**config.mk**
```make
export PLATFORM = sky130hd
export DESIGN_NAME = apm_top
export DESIGN_NICKNAME = d
export VERILOG_FILES = /design/src/rtl/apm_pkg.sv /design/src/rtl/apm_if.sv /design/src/rtl/apm_top.sv
export SDC_FILE = /design/constraint.sdc
export NUM_CORES = 1
export LEC_CHECK = 0
export ABC_AREA = 1
export BUFFER_PORTS_ARGS = -buffer_cell sky130_fd_sc_hd__buf_2
export CORE_ASPECT_RATIO = 0.75
export CORE_MARGIN = 10
export CORE_UTILIZATION = 60
export CTS_BUF_LIST = sky130_fd_sc_hd__clkbuf_16
export CTS_CLUSTER_SIZE = 10
export DETAILED_ROUTE_END_ITERATION = 8
export GPL_TIMING_DRIVEN = 0
export PLACE_DENSITY = 0.85
export SLEW_MARGIN = 10
export SYNTH_ARGS = -nofsm -noshare
export SYNTH_HDL_FRONTEND = slang
export SYNTH_SLANG_ARGS = --single-unit
```
**constraint.sdc**
```tcl
create_clock -name pclk -period 2.98 [get_ports pclk]
set_input_delay 0.596 -clock pclk [delete_from_list [all_inputs] [get_ports pclk]]
set_output_delay 0.596 -clock pclk [all_outputs]
set_load 0.01 [all_outputs]
```
**src/rtl/apm_pkg.sv**
```systemverilog
// shared constants for the adc power management sequencer
package apm_pkg;
  // register byte offsets
  localparam logic [11:0] CTRL_OFF   = 12'h000;
  localparam logic [11:0] STATUS_OFF = 12'h004;
  // control field positions
  localparam int MODE_LO_BIT = 0;
  localparam int MODE_HI_BIT = 1;
  localparam int SW_CONV_BIT = 2;
  localparam int SW_CAL_BIT  = 3;
  localparam logic [1:0] MODE_RESET = 2'h0;
  localparam logic [1:0] MODE_SLEEP = 2'h0;
  localparam logic [1:0] MODE_NORM  = 2'h1;
  localparam logic [1:0] MODE_FULL  = 2'h2;
  localparam logic [1:0] MODE_PART  = 2'h3;
  // timing
  localparam int CLK_MHZ      = 125;
  localparam int WAKE_NS      = 5000;
  localparam int WAKE_CYC     = (WAKE_NS * CLK_MHZ + 999) / 1000;
  localparam int CAL_US_DEF   = 32000;
  localparam int CONV_NS      = 4600;
  localparam int CONV_CYC     = (CONV_NS * CLK_MHZ + 999) / 1000;
  localparam int CNT_W        = 24;
  typedef enum logic [3:0] {
    PS_RUN  = 4'b0001,
    PS_FULL = 4'b0010,
    PS_PART = 4'b0100,
    PS_WAKE = 4'b1000
  } apm_pwr_t;
endpackage

```
**src/rtl/apm_if.sv**
```systemverilog
// sync pin filter carrying a raw pin and its clean level
`timescale 1ns/100ps
interface apm_pin_if;
  logic raw;
  logic clean;
  modport filt (input raw, output clean);
  modport user (output raw, input clean);
endinterface

module apm_sync (
  // clock and reset
  input  wire logic pclk,
  input  wire logic presetn,
  // pin
  apm_pin_if.filt   pin
);
  logic [2:0] sh_q;
  logic [2:0] sh_d;
  logic       cl_q;
  logic       cl_d;
  always_comb begin
    sh_d = {sh_q[1:0], pin.raw};
    cl_d = (sh_q[2] == sh_q[1]) ? sh_q[2] : cl_q;
  end
  always_ff @(posedge pclk or negedge presetn) begin
    if (!presetn) begin
      sh_q <= 3'h7;
      cl_q <= 1'b1;
    end else begin
      sh_q <= sh_d;
      cl_q <= cl_d;
    end
  end
  assign pin.clean = cl_q;
endmodule

```
**src/rtl/apm_top.sv**
```systemverilog
// power management sequencer: apb control, pin sync, power state machine
//
// The register offsets and the APB slave port were left to the implementer.
`timescale 1ns/100ps
module apm_top #(
  parameter int CAL_CYC = apm_pkg::CAL_US_DEF * apm_pkg::CLK_MHZ
) (
  // clock and reset
  input  wire logic        pclk,
  input  wire logic        presetn,
  // apb slave
  input  wire logic        psel,
  input  wire logic        penable,
  input  wire logic        pwrite,
  input  wire logic [11:0] paddr,
  input  wire logic [31:0] pwdata,
  input  wire logic [3:0]  pstrb,
  output logic      [31:0] prdata,
  output logic             pready,
  output logic             pslverr,
  // pins
  input  wire logic        sleep_n,
  input  wire logic        calibrate_n,
  input  wire logic        conversion_start_n,
  // power and analog controls
  output logic             core_power_on,
  output logic             ref_power_on,
  output logic             ready,
  output logic             busy,
  output logic             calibrating,
  output logic             track_mode
);
  // ==========================================================
  // pin synchronisers
  apm_pin_if sl_if ();
  apm_pin_if ca_if ();
  apm_pin_if cv_if ();
  assign sl_if.raw = sleep_n;
  assign ca_if.raw = calibrate_n;
  assign cv_if.raw = conversion_start_n;
  apm_sync u_sl (.pclk(pclk), .presetn(presetn), .pin(sl_if));
  apm_sync u_ca (.pclk(pclk), .presetn(presetn), .pin(ca_if));
  apm_sync u_cv (.pclk(pclk), .presetn(presetn), .pin(cv_if));
  logic sleep_s;
  logic cal_s;
  logic cv_s;
  assign sleep_s = sl_if.clean;
  assign cal_s   = ca_if.clean;
  assign cv_s    = cv_if.clean;

  // ==========================================================
  // apb register file
  logic [1:0] mode_q;
  logic [1:0] mode_d;
  logic       sw_conv;
  logic       sw_cal;
  logic       wr_ctrl;
  logic       acc;
  logic       hit;
  assign acc     = psel && penable;
  assign hit     = (paddr == apm_pkg::CTRL_OFF) || (paddr == apm_pkg::STATUS_OFF);
  assign pready  = 1'b1;
  assign pslverr = acc && !hit;
  assign wr_ctrl = acc && pwrite && (paddr == apm_pkg::CTRL_OFF) && pstrb[0];
  assign sw_conv = wr_ctrl && pwdata[apm_pkg::SW_CONV_BIT];
  assign sw_cal  = wr_ctrl && pwdata[apm_pkg::SW_CAL_BIT];
  always_comb begin
    mode_d = mode_q;
    if (wr_ctrl) begin
      mode_d = {pwdata[apm_pkg::MODE_HI_BIT], pwdata[apm_pkg::MODE_LO_BIT]};
    end
  end
  always_ff @(posedge pclk or negedge presetn) begin
    if (!presetn) begin
      mode_q <= apm_pkg::MODE_RESET;
    end else begin
      mode_q <= mode_d;
    end
  end

  // ==========================================================
  // conversion start edges and power-on calibration
  logic cv_prev_q;
  logic cv_fall;
  logic cv_rise;
  logic por_q;
  logic por_d;
  logic cal_run_q;
  logic cal_run_d;
  logic por_cal_q;
  logic por_cal_d;
  localparam int CNT_W_L = 24;
  logic [CNT_W_L-1:0] cal_cnt_q;
  logic [CNT_W_L-1:0] cal_cnt_d;
  localparam logic [23:0] CAL_LAST = 24'(CAL_CYC - 1);
  assign cv_fall = cv_prev_q && !cv_s;
  assign cv_rise = !cv_prev_q && cv_s;
  always_comb begin
    por_d     = 1'b0;
    cal_run_d = cal_run_q;
    por_cal_d = por_cal_q;
    cal_cnt_d = cal_cnt_q;
    if (por_q) begin
      // strap caught after reset release, once the pin filter settled
      cal_run_d = !cal_s;
      por_cal_d = !cal_s;
      cal_cnt_d = '0;
    end else if (cal_run_q) begin
      if (cal_cnt_q == CAL_LAST) begin
        cal_run_d = 1'b0;
        por_cal_d = 1'b0;
      end else begin
        cal_cnt_d = cal_cnt_q + 24'h000001;
      end
    end else if (sw_cal) begin
      cal_run_d = 1'b1;
      cal_cnt_d = '0;
    end
  end
  // strap read well after the three-stage pin filter has settled
  logic [2:0] por_wait_q;
  always_ff @(posedge pclk or negedge presetn) begin
    if (!presetn) begin
      cv_prev_q  <= 1'b1;
      por_wait_q <= 3'h0;
      por_q      <= 1'b0;
      cal_run_q  <= 1'b0;
      por_cal_q  <= 1'b1;
      cal_cnt_q  <= '0;
    end else begin
      cv_prev_q  <= cv_s;
      por_wait_q <= (por_wait_q == 3'h7) ? por_wait_q : por_wait_q + 3'h1;
      por_q      <= (por_wait_q == 3'h5);
      cal_run_q  <= cal_run_d;
      por_cal_q  <= por_cal_d;
      cal_cnt_q  <= cal_cnt_d;
    end
  end

  // ==========================================================
  // conversion timer
  logic        conv_q;
  logic        conv_d;
  logic [10:0] conv_cnt_q;
  logic [10:0] conv_cnt_d;
  logic        conv_done;
  logic        start;
  localparam logic [10:0] CONV_LAST = 11'(apm_pkg::CONV_CYC - 1);
  assign conv_done = conv_q && (conv_cnt_q == CONV_LAST);
  always_comb begin
    conv_d     = conv_q;
    conv_cnt_d = conv_cnt_q;
    if (conv_done) begin
      conv_d = 1'b0;
    end else if (conv_q) begin
      conv_cnt_d = conv_cnt_q + 11'h001;
    end else if (start) begin
      conv_d     = 1'b1;
      conv_cnt_d = '0;
    end
  end
  always_ff @(posedge pclk or negedge presetn) begin
    if (!presetn) begin
      conv_q     <= 1'b0;
      conv_cnt_q <= '0;
    end else begin
      conv_q     <= conv_d;
      conv_cnt_q <= conv_cnt_d;
    end
  end

  // ==========================================================
  // power state machine
  apm_pkg::apm_pwr_t st_q;
  apm_pkg::apm_pwr_t st_d;
  logic [10:0] wk_cnt_q;
  logic [10:0] wk_cnt_d;
  logic        want_full;
  logic        want_part;
  logic        idle;
  localparam logic [10:0] WAKE_LAST = 11'(apm_pkg::WAKE_CYC - 1);
  assign idle = !conv_q && !cal_run_q;
  // sleep low with mode 00 is also power-down between conversions
  assign want_full = (mode_q == apm_pkg::MODE_FULL) ||
                     ((mode_q == apm_pkg::MODE_SLEEP) && !sleep_s && idle && !por_cal_q && cv_s);
  assign want_part = (mode_q == apm_pkg::MODE_PART) && !conv_q;
  // a conversion only starts from a powered core
  assign start = (st_q == apm_pkg::PS_RUN) && (cv_rise || sw_conv);
  always_comb begin
    st_d     = st_q;
    wk_cnt_d = wk_cnt_q;
    case (st_q)
      apm_pkg::PS_RUN: begin
        if (conv_done && want_full) begin
          st_d = apm_pkg::PS_FULL;
        end else if (!conv_q && !cal_run_q && want_full && !start) begin
          st_d = apm_pkg::PS_FULL;
        end else if (want_part && !cal_run_q && !sw_cal) begin
          st_d = apm_pkg::PS_PART;
        end
      end
      apm_pkg::PS_FULL, apm_pkg::PS_PART: begin
        if (cv_fall || (!want_full && !want_part) || sw_cal) begin
          st_d     = apm_pkg::PS_WAKE;
          wk_cnt_d = '0;
        end else if (want_full) begin
          st_d = apm_pkg::PS_FULL;
        end else begin
          st_d = apm_pkg::PS_PART;
        end
      end
      apm_pkg::PS_WAKE: begin
        if (wk_cnt_q == WAKE_LAST) begin
          st_d = apm_pkg::PS_RUN;
        end else begin
          wk_cnt_d = wk_cnt_q + 11'h001;
        end
      end
      default: begin
        st_d = apm_pkg::PS_RUN;
      end
    endcase
  end
  always_ff @(posedge pclk or negedge presetn) begin
    if (!presetn) begin
      st_q     <= apm_pkg::PS_RUN;
      wk_cnt_q <= '0;
    end else begin
      st_q     <= st_d;
      wk_cnt_q <= wk_cnt_d;
    end
  end

  // ==========================================================
  // outputs
  logic [31:0] rd_d;
  logic [31:0] rd_q;
  always_comb begin
    rd_d = 32'h0;
    if (paddr == apm_pkg::CTRL_OFF) begin
      rd_d = {30'h0, mode_q};
    end else if (paddr == apm_pkg::STATUS_OFF) begin
      rd_d = {24'h0, st_q, calibrating, conv_q, ready, core_power_on};
    end
  end
  always_ff @(posedge pclk or negedge presetn) begin
    if (!presetn) begin
      rd_q <= 32'h0;
    end else begin
      rd_q <= (psel && !penable && !pwrite) ? rd_d : rd_q;
    end
  end
  assign prdata        = rd_q;
  assign core_power_on = (st_q != apm_pkg::PS_FULL) && (st_q != apm_pkg::PS_PART);
  assign ref_power_on  = (st_q != apm_pkg::PS_FULL);
  assign ready         = (st_q == apm_pkg::PS_RUN);
  assign busy          = conv_q;
  assign calibrating   = cal_run_q;
  assign track_mode    = !conv_q;

  // ==========================================================
  // checks
  a_wake_time: assert property (@(posedge pclk) disable iff (!presetn)
    (st_q == apm_pkg::PS_FULL) && (st_d == apm_pkg::PS_WAKE) |=> !ready [*8] ##[1:700] ready)
    else $error("wake did not finish in time");
  a_norm_stays: assert property (@(posedge pclk) disable iff (!presetn)
    (mode_q == apm_pkg::MODE_NORM) && ready && !sw_cal |=> core_power_on)
    else $error("normal mode powered down");
  a_sleep_high: assert property (@(posedge pclk) disable iff (!presetn)
    (mode_q == apm_pkg::MODE_SLEEP) && sleep_s && ready |=> core_power_on)
    else $error("sleep high powered down");
  a_cal_nodown: assert property (@(posedge pclk) disable iff (!presetn)
    por_cal_q && (mode_q == apm_pkg::MODE_SLEEP) |-> core_power_on)
    else $error("power-down during power-on calibration");
  a_busy_down: assert property (@(posedge pclk) disable iff (!presetn)
    $fell(busy) && (mode_q == apm_pkg::MODE_FULL) |-> ##1 !core_power_on && !ref_power_on)
    else $error("no power-down after conversion");
  a_part_ref: assert property (@(posedge pclk) disable iff (!presetn)
    (st_q == apm_pkg::PS_PART) |-> ref_power_on && !core_power_on)
    else $error("partial down lost reference");
  a_track_busy: assert property (@(posedge pclk) disable iff (!presetn)
    $fell(busy) |-> track_mode && $past(!track_mode))
    else $error("track mode not restored");
  a_conv_start: assert property (@(posedge pclk) disable iff (!presetn)
    ready && cv_rise && !conv_q |=> busy [*8])
    else $error("conversion did not start");
  a_cal_strap: assert property (@(posedge pclk) disable iff (!presetn)
    por_q && cal_s |=> !calibrating)
    else $error("power-on calibration not skipped");
  a_part_aftercal: assert property (@(posedge pclk) disable iff (!presetn)
    $fell(cal_run_q) && !wr_ctrl && ($past(st_q) == apm_pkg::PS_RUN) && !$past(want_part) |-> st_q != apm_pkg::PS_PART)
    else $error("partial down entered after calibration");
endmodule

```
======== Word level (Yosys, flattened, before mapping) ========
Index checks and enable logic that the tools add are counted.
operators by class
  add/subtract/negate cells ............... 4
  equality and inequality tests ........... 22
  muxes and demuxes ....................... 28
  bitwise logic cells ..................... 1
  reduce and logical (&&, ||, !) cells .... 58
operators with widths
  cell                                                                     count
  24-bit 2-to-1 mux                                                        4
  11-bit 2-to-1 mux                                                        4
  32-bit 2-to-1 mux                                                        1
  1-bit logical AND                                                        26
  24-bit by 1-bit adder with 24-bit output, second input constant          1
  24-bit by 22-bit equality test with 1-bit output, second input constant  1
  11-bit by 1-bit adder with 11-bit output, second input constant          2
  11-bit by 10-bit equality test with 1-bit output, second input constant  2
  11-bit one-hot mux with 2 select lines                                   1
  4-bit 2-to-1 mux                                                         5
  1-bit zero test                                                          14
  12-bit by 3-bit equality test with 1-bit output, second input constant   1
  12-bit zero test                                                         1
  4-bit one-hot mux with 3 select lines                                    1
  1-bit 2-to-1 mux                                                         10
  8-bit 2-to-1 mux                                                         1
  2-bit AND reduction                                                      4
  2-bit nonzero test                                                       4
  3-bit equality test, second input constant                               2
  2-bit inequality test, second input constant                             3
  1-bit logical OR                                                         5
  2-bit equality test, second input constant                               2
  4-bit by 1-bit equality test with 1-bit output, second input constant    1
  4-bit by 2-bit equality test with 1-bit output, second input constant    1
  other kinds (14)                                                         16
storage, ports and cells
  register bits after elaboration ......... 104

======== Longest topological paths before layout ========
  word-level depth ........................ 12
  mapped depth ............................ 12
  depth with buffers taken out ............ 12

======== Cells and area by module ========
Synthesis repeated with hierarchy kept, for this count alone.
second synthesis, totals
  cells, all modules ...................... 605
  area, all modules ....................... 4728.3 µm²
modules (own cells, without submodules)
  module    instances  cells each  area each (µm²)
  apm_top   1          581         4364.2
  apm_sync  3          8           121.4

======== Worst setup path after synthesis ========
OpenSTA, ideal clock, no wires.
  path kind ............................... input port to output port
  from .................................... input paddr[11]
  to ...................................... output pslverr
  arrival ................................. 1.235 ns
  path slack .............................. 1.149 ns
  stages .................................. 6
  path through ............................ nor2_1 -> nand2_1 -> nor2_2 -> nand2_1 -> inv_1 -> nor3_1
between the ends
  word-level cells in the longest chain between the ends .. 4
  elaborated cells on any way between the ends .. 5
  classes of those cells .................. eq/ne: 1; reduce/logical: 4
ends and longest elaborated chain
  what                                                                                        RTL line       source
  from (decl)                                                                                 apm_top.sv:15  input wire logic [11:0] paddr,
  12-bit by 3-bit equality test with 1-bit output / 12-bit zero test (equally long branches)  apm_top.sv:61  assign hit = (paddr == apm_pkg::CTRL_OFF) || (paddr == apm_pkg::STATUS_OFF);
  1-bit logical OR (*)                                                                        apm_top.sv:61
  1-bit zero test (*)                                                                         apm_top.sv:63  assign pslverr = acc && !hit;
  1-bit logical AND (*)                                                                       apm_top.sv:63
  to (decl)                                                                                   apm_top.sv:20  output logic pslverr,
Every way passes the cells marked *; elsewhere a longest branch is shown, timed or not.

======== Final worst setup path ========
  from .................................... input paddr[9]
  to ...................................... output pslverr
The elaborated chain is that of the path after synthesis.

==> impl_metrics.toml <==
[status]
status = "completed"

[global_routing]
grtUsageTotal_pct = 18.9
grt_max_degree = 65
antenna_found_initial = 0
grt_pass1_vias = 3927
grt_pass1_wl_um = 18100
grt-ovfl-total = 0

[synthesis]
synthFlopType = "dfrtp_1"
synth.area.mux_share_pct = 0.242
avgSynthCellArea_sq_um = 8.16
synth-adder-area-share_pct = 2.80
synth-edff-count = 0
synth-compound-area-share_pct = 9.32
synth-xor-area-share_pct = 3.39
synthArstFlopShare_pct = 100
yosysWarnings = 0
synth_cell_types = 42
synthSimpleGateAreaFrac_pct = 29.5
synth_top_family_by_area = "simple AND/OR/NAND/NOR gates"
synthCells = 569
yosysSeqAreaShare_pct = 43.5
ys_ff_latch = 80
synth_area_sq_mm = 0.00464

[drt]
vias = 4092
post-route-drc-count = 0
firstDrtPassIters = 5
ant_nets = 0
drt-total-wl_um = 10800
wire_per_inst_um = 14.4
vias_per_cell = 5.46
drt-initial-drc-count = 314

[clock_network]
htree_levels = 3
clock_latency_ns = 0.34
cts_tree = "done"
hold_buffers = 0
cts_resized = 0
cts_root_buf = "clkbuf_16"
cts_max_path_buffers = 2
cts_sinks = 80
clk_pin_slew_ns = 0.07
post_cts_buffers = 0
numCtsBuffers = 9

[timing]
whs_ns = 0.119
min_period_ns = 2.21
fin_ws_ns = 0.769
period_share_pct = 74.2
slew_headroom_pct = 42.3
rsz0062_at_grt = "false"
fin_skew_ns = 0.00903
tns_ns = 0
fmax_mhz = 452
hold_viol_final = 0
slew_viol_final = 0
setup_viol = 0
tightest_slew_ns = 0.858

[placement]
dp_hpwl_um = 8040
placed_area_sq_mm = 0.00508
pre_cts_slack_ns = 0.777
routabilityCongestion = 0.949
portBuffers = 39

[layout]
syn2layout_area_growth_pct = 15.8
final_cell_mix = "nand2_1, inv_1, dfrtp_1"
drive_gt1_share_pct = 21.5
final_common_cell = "nand2_1"
fin_area_sq_mm = 0.00538
nets = 707
n_antenna_cell = 0

[setup_path]
startpoint_type = "input pin"
cp_data_arrival_time_ns = 1.62
path_class = "input pin to output port"
required_ns = 2.38
crit_fanout = 9
cp-end-kind = "output port"

[die]
rows = 27
die_x_um = 122
core_area_sq_mm = 0.00743
die_area_sq_mm = 0.0117
die_h_um = 96.2
io_pins = 96
start_util_pct = 62.5

[flow_run]
maxCapViolCount = 0

[pwr]
vdd_drop_max_v = 0.000389
power_leakage_nw = 2.65
power_density_mw_per_mm2 = 467

[hold_path]
min_path_type = "input pin to asynchronous set/reset pin"
-- synth_stat cells (2+ instances only) --
cell | number | area, sq um
nand2_1 | 114 | 428
inv_1 | 68 | 255
dfrtp_1 | 65 | 1630
nand3_1 | 55 | 275
nor2_1 | 51 | 191
buf_4 | 25 | 188
o21ai_0 | 25 | 125
nor3_1 | 20 | 100
nand4_1 | 19 | 119
dfstp_2 | 15 | 394
xor2_1 | 15 | 131
o21ai_2 | 12 | 105
ha_1 | 8 | 100
a21oi_1 | 7 | 35.0
o31ai_1 | 6 | 45.0
or2_2 | 6 | 37.5
buf_6 | 4 | 45.0
clkbuf_1 | 4 | 15.0
nand2_2 | 4 | 25.0
nor3_4 | 4 | 65.1
o22ai_1 | 4 | 25.0
inv_2 | 3 | 11.3
maj3_1 | 3 | 30.0
nand3b_1 | 3 | 22.5
nor4_1 | 3 | 18.8
xnor2_1 | 3 | 26.3
a21o_1 | 2 | 15.0
conb_1 | 2 | 7.51
nand2_4 | 2 | 22.5
nor2_4 | 2 | 22.5
o21a_1 | 2 | 15.0
o221ai_1 | 2 | 17.5
o32ai_1 | 2 | 17.5
-- cell families (layout without fill, tap and decap cells) --
family | Yosys count | after routing
buffers and inverters | 104 | 160
AND/OR/NAND/NOR | 287 | 287
multiplexers | 1 | 1
AO/OA/AOI/OAI | 66 | 66
flip-flops | 80 | 80
other | 2 | 25
adder cells (fa/ha/maj) | 11 | 11
XOR/XNOR | 18 | 18
-- sequential cells by signal, summed over array words and instances (netlist names), 2 cells and up --
signal,count
conv_cnt_q,11
mode_q,2
cal_cnt_q,24
u_sl.sh_q,3
u_ca.sh_q,3
st_q,4
prdata,8
por_wait_q,3
u_cv.sh_q,3
wk_cnt_q,11
-- critical path, cell delays in order --
cell and delay (ns):
buf_2 0.10, nor2_1 0.12, nand2_1 0.08, nor2_2 0.16, nand2_1 0.26, inv_1 0.12
nor3_1 0.05, buf_2 0.14
-- power by group --
group	total (mW)	internal, mW	leakage [nW]	switching [mW]
clock network	1.09	0.592	0.147	0.499
logic	0.247	0.0959	1.55	0.151
registers	1.17	1.14	0.951	0.0348
total	2.51	1.83	2.65	0.685
-- cell type report --
| cell class | instances | area (sq um) |
|---|---|---|
| inverters | 71 | 267 |
| repair buffers | 40 | 225 |
| plain buffers | 33 | 248 |
| flip-flops and latches | 80 | 2020 |
| clock inverters | 7 | 68.8 |
| well taps | 101 | 126 |
| clock buffers | 9 | 225 |
| multi-input cells | 408 | 2200 |
| fillers | 554 | 2060 |
-- final timing paths --
check	start	endpoint	slack [ns]	cells past startpoint
setup / recovery	paddr[9]	pslverr	0.77	8
hold reg to reg	u_ca.sh_q[0]$_DFF_PN1_	u_ca.sh_q[1]$_DFF_PN1_	0.36	0
setup reg to reg	cal_cnt_q[0]$_DFFE_PN0P_	cal_cnt_q[2]$_DFFE_PN0P_	1.01	10
hold / removal	presetn	cal_cnt_q[8]$_DFFE_PN0P_	0.12	1
max in group asynchronous	presetn	por_cal_q$_DFFE_PN1P_	2.24	2
min in group pclk	calibrate_n	u_ca.sh_q[0]$_DFF_PN1_	0.35	1
-- stage by stage --
| step | utilization, % | cells | power, mW |
|---|---|---|---|
| 2_1_floorplan | - | 592 | 1.34 |
| 3_3_place_gp | 68.0 | 732 | 1.42 |
| 3_5_place_dp | 68.4 | 733 | 1.43 |
| 4_1_cts | 72.3 | 749 | 2.52 |
| 5_1_grt | 72.3 | 749 | 2.61 |
| 6_report | 72.3 | 749 | 2.51 |
-- per-layer routing --
layer / GRT usage, % / vias up / wire length, um
met2: 29.8 / 173 / 4970
met5: 0 / - / 0
met1: 24.5 / 1926 / 4700
met4: 5.05 / 0 / 119
li1: - / 1975 / -
met3: 6.43 / 18 / 1020
(Power assumes the default switching activity.)
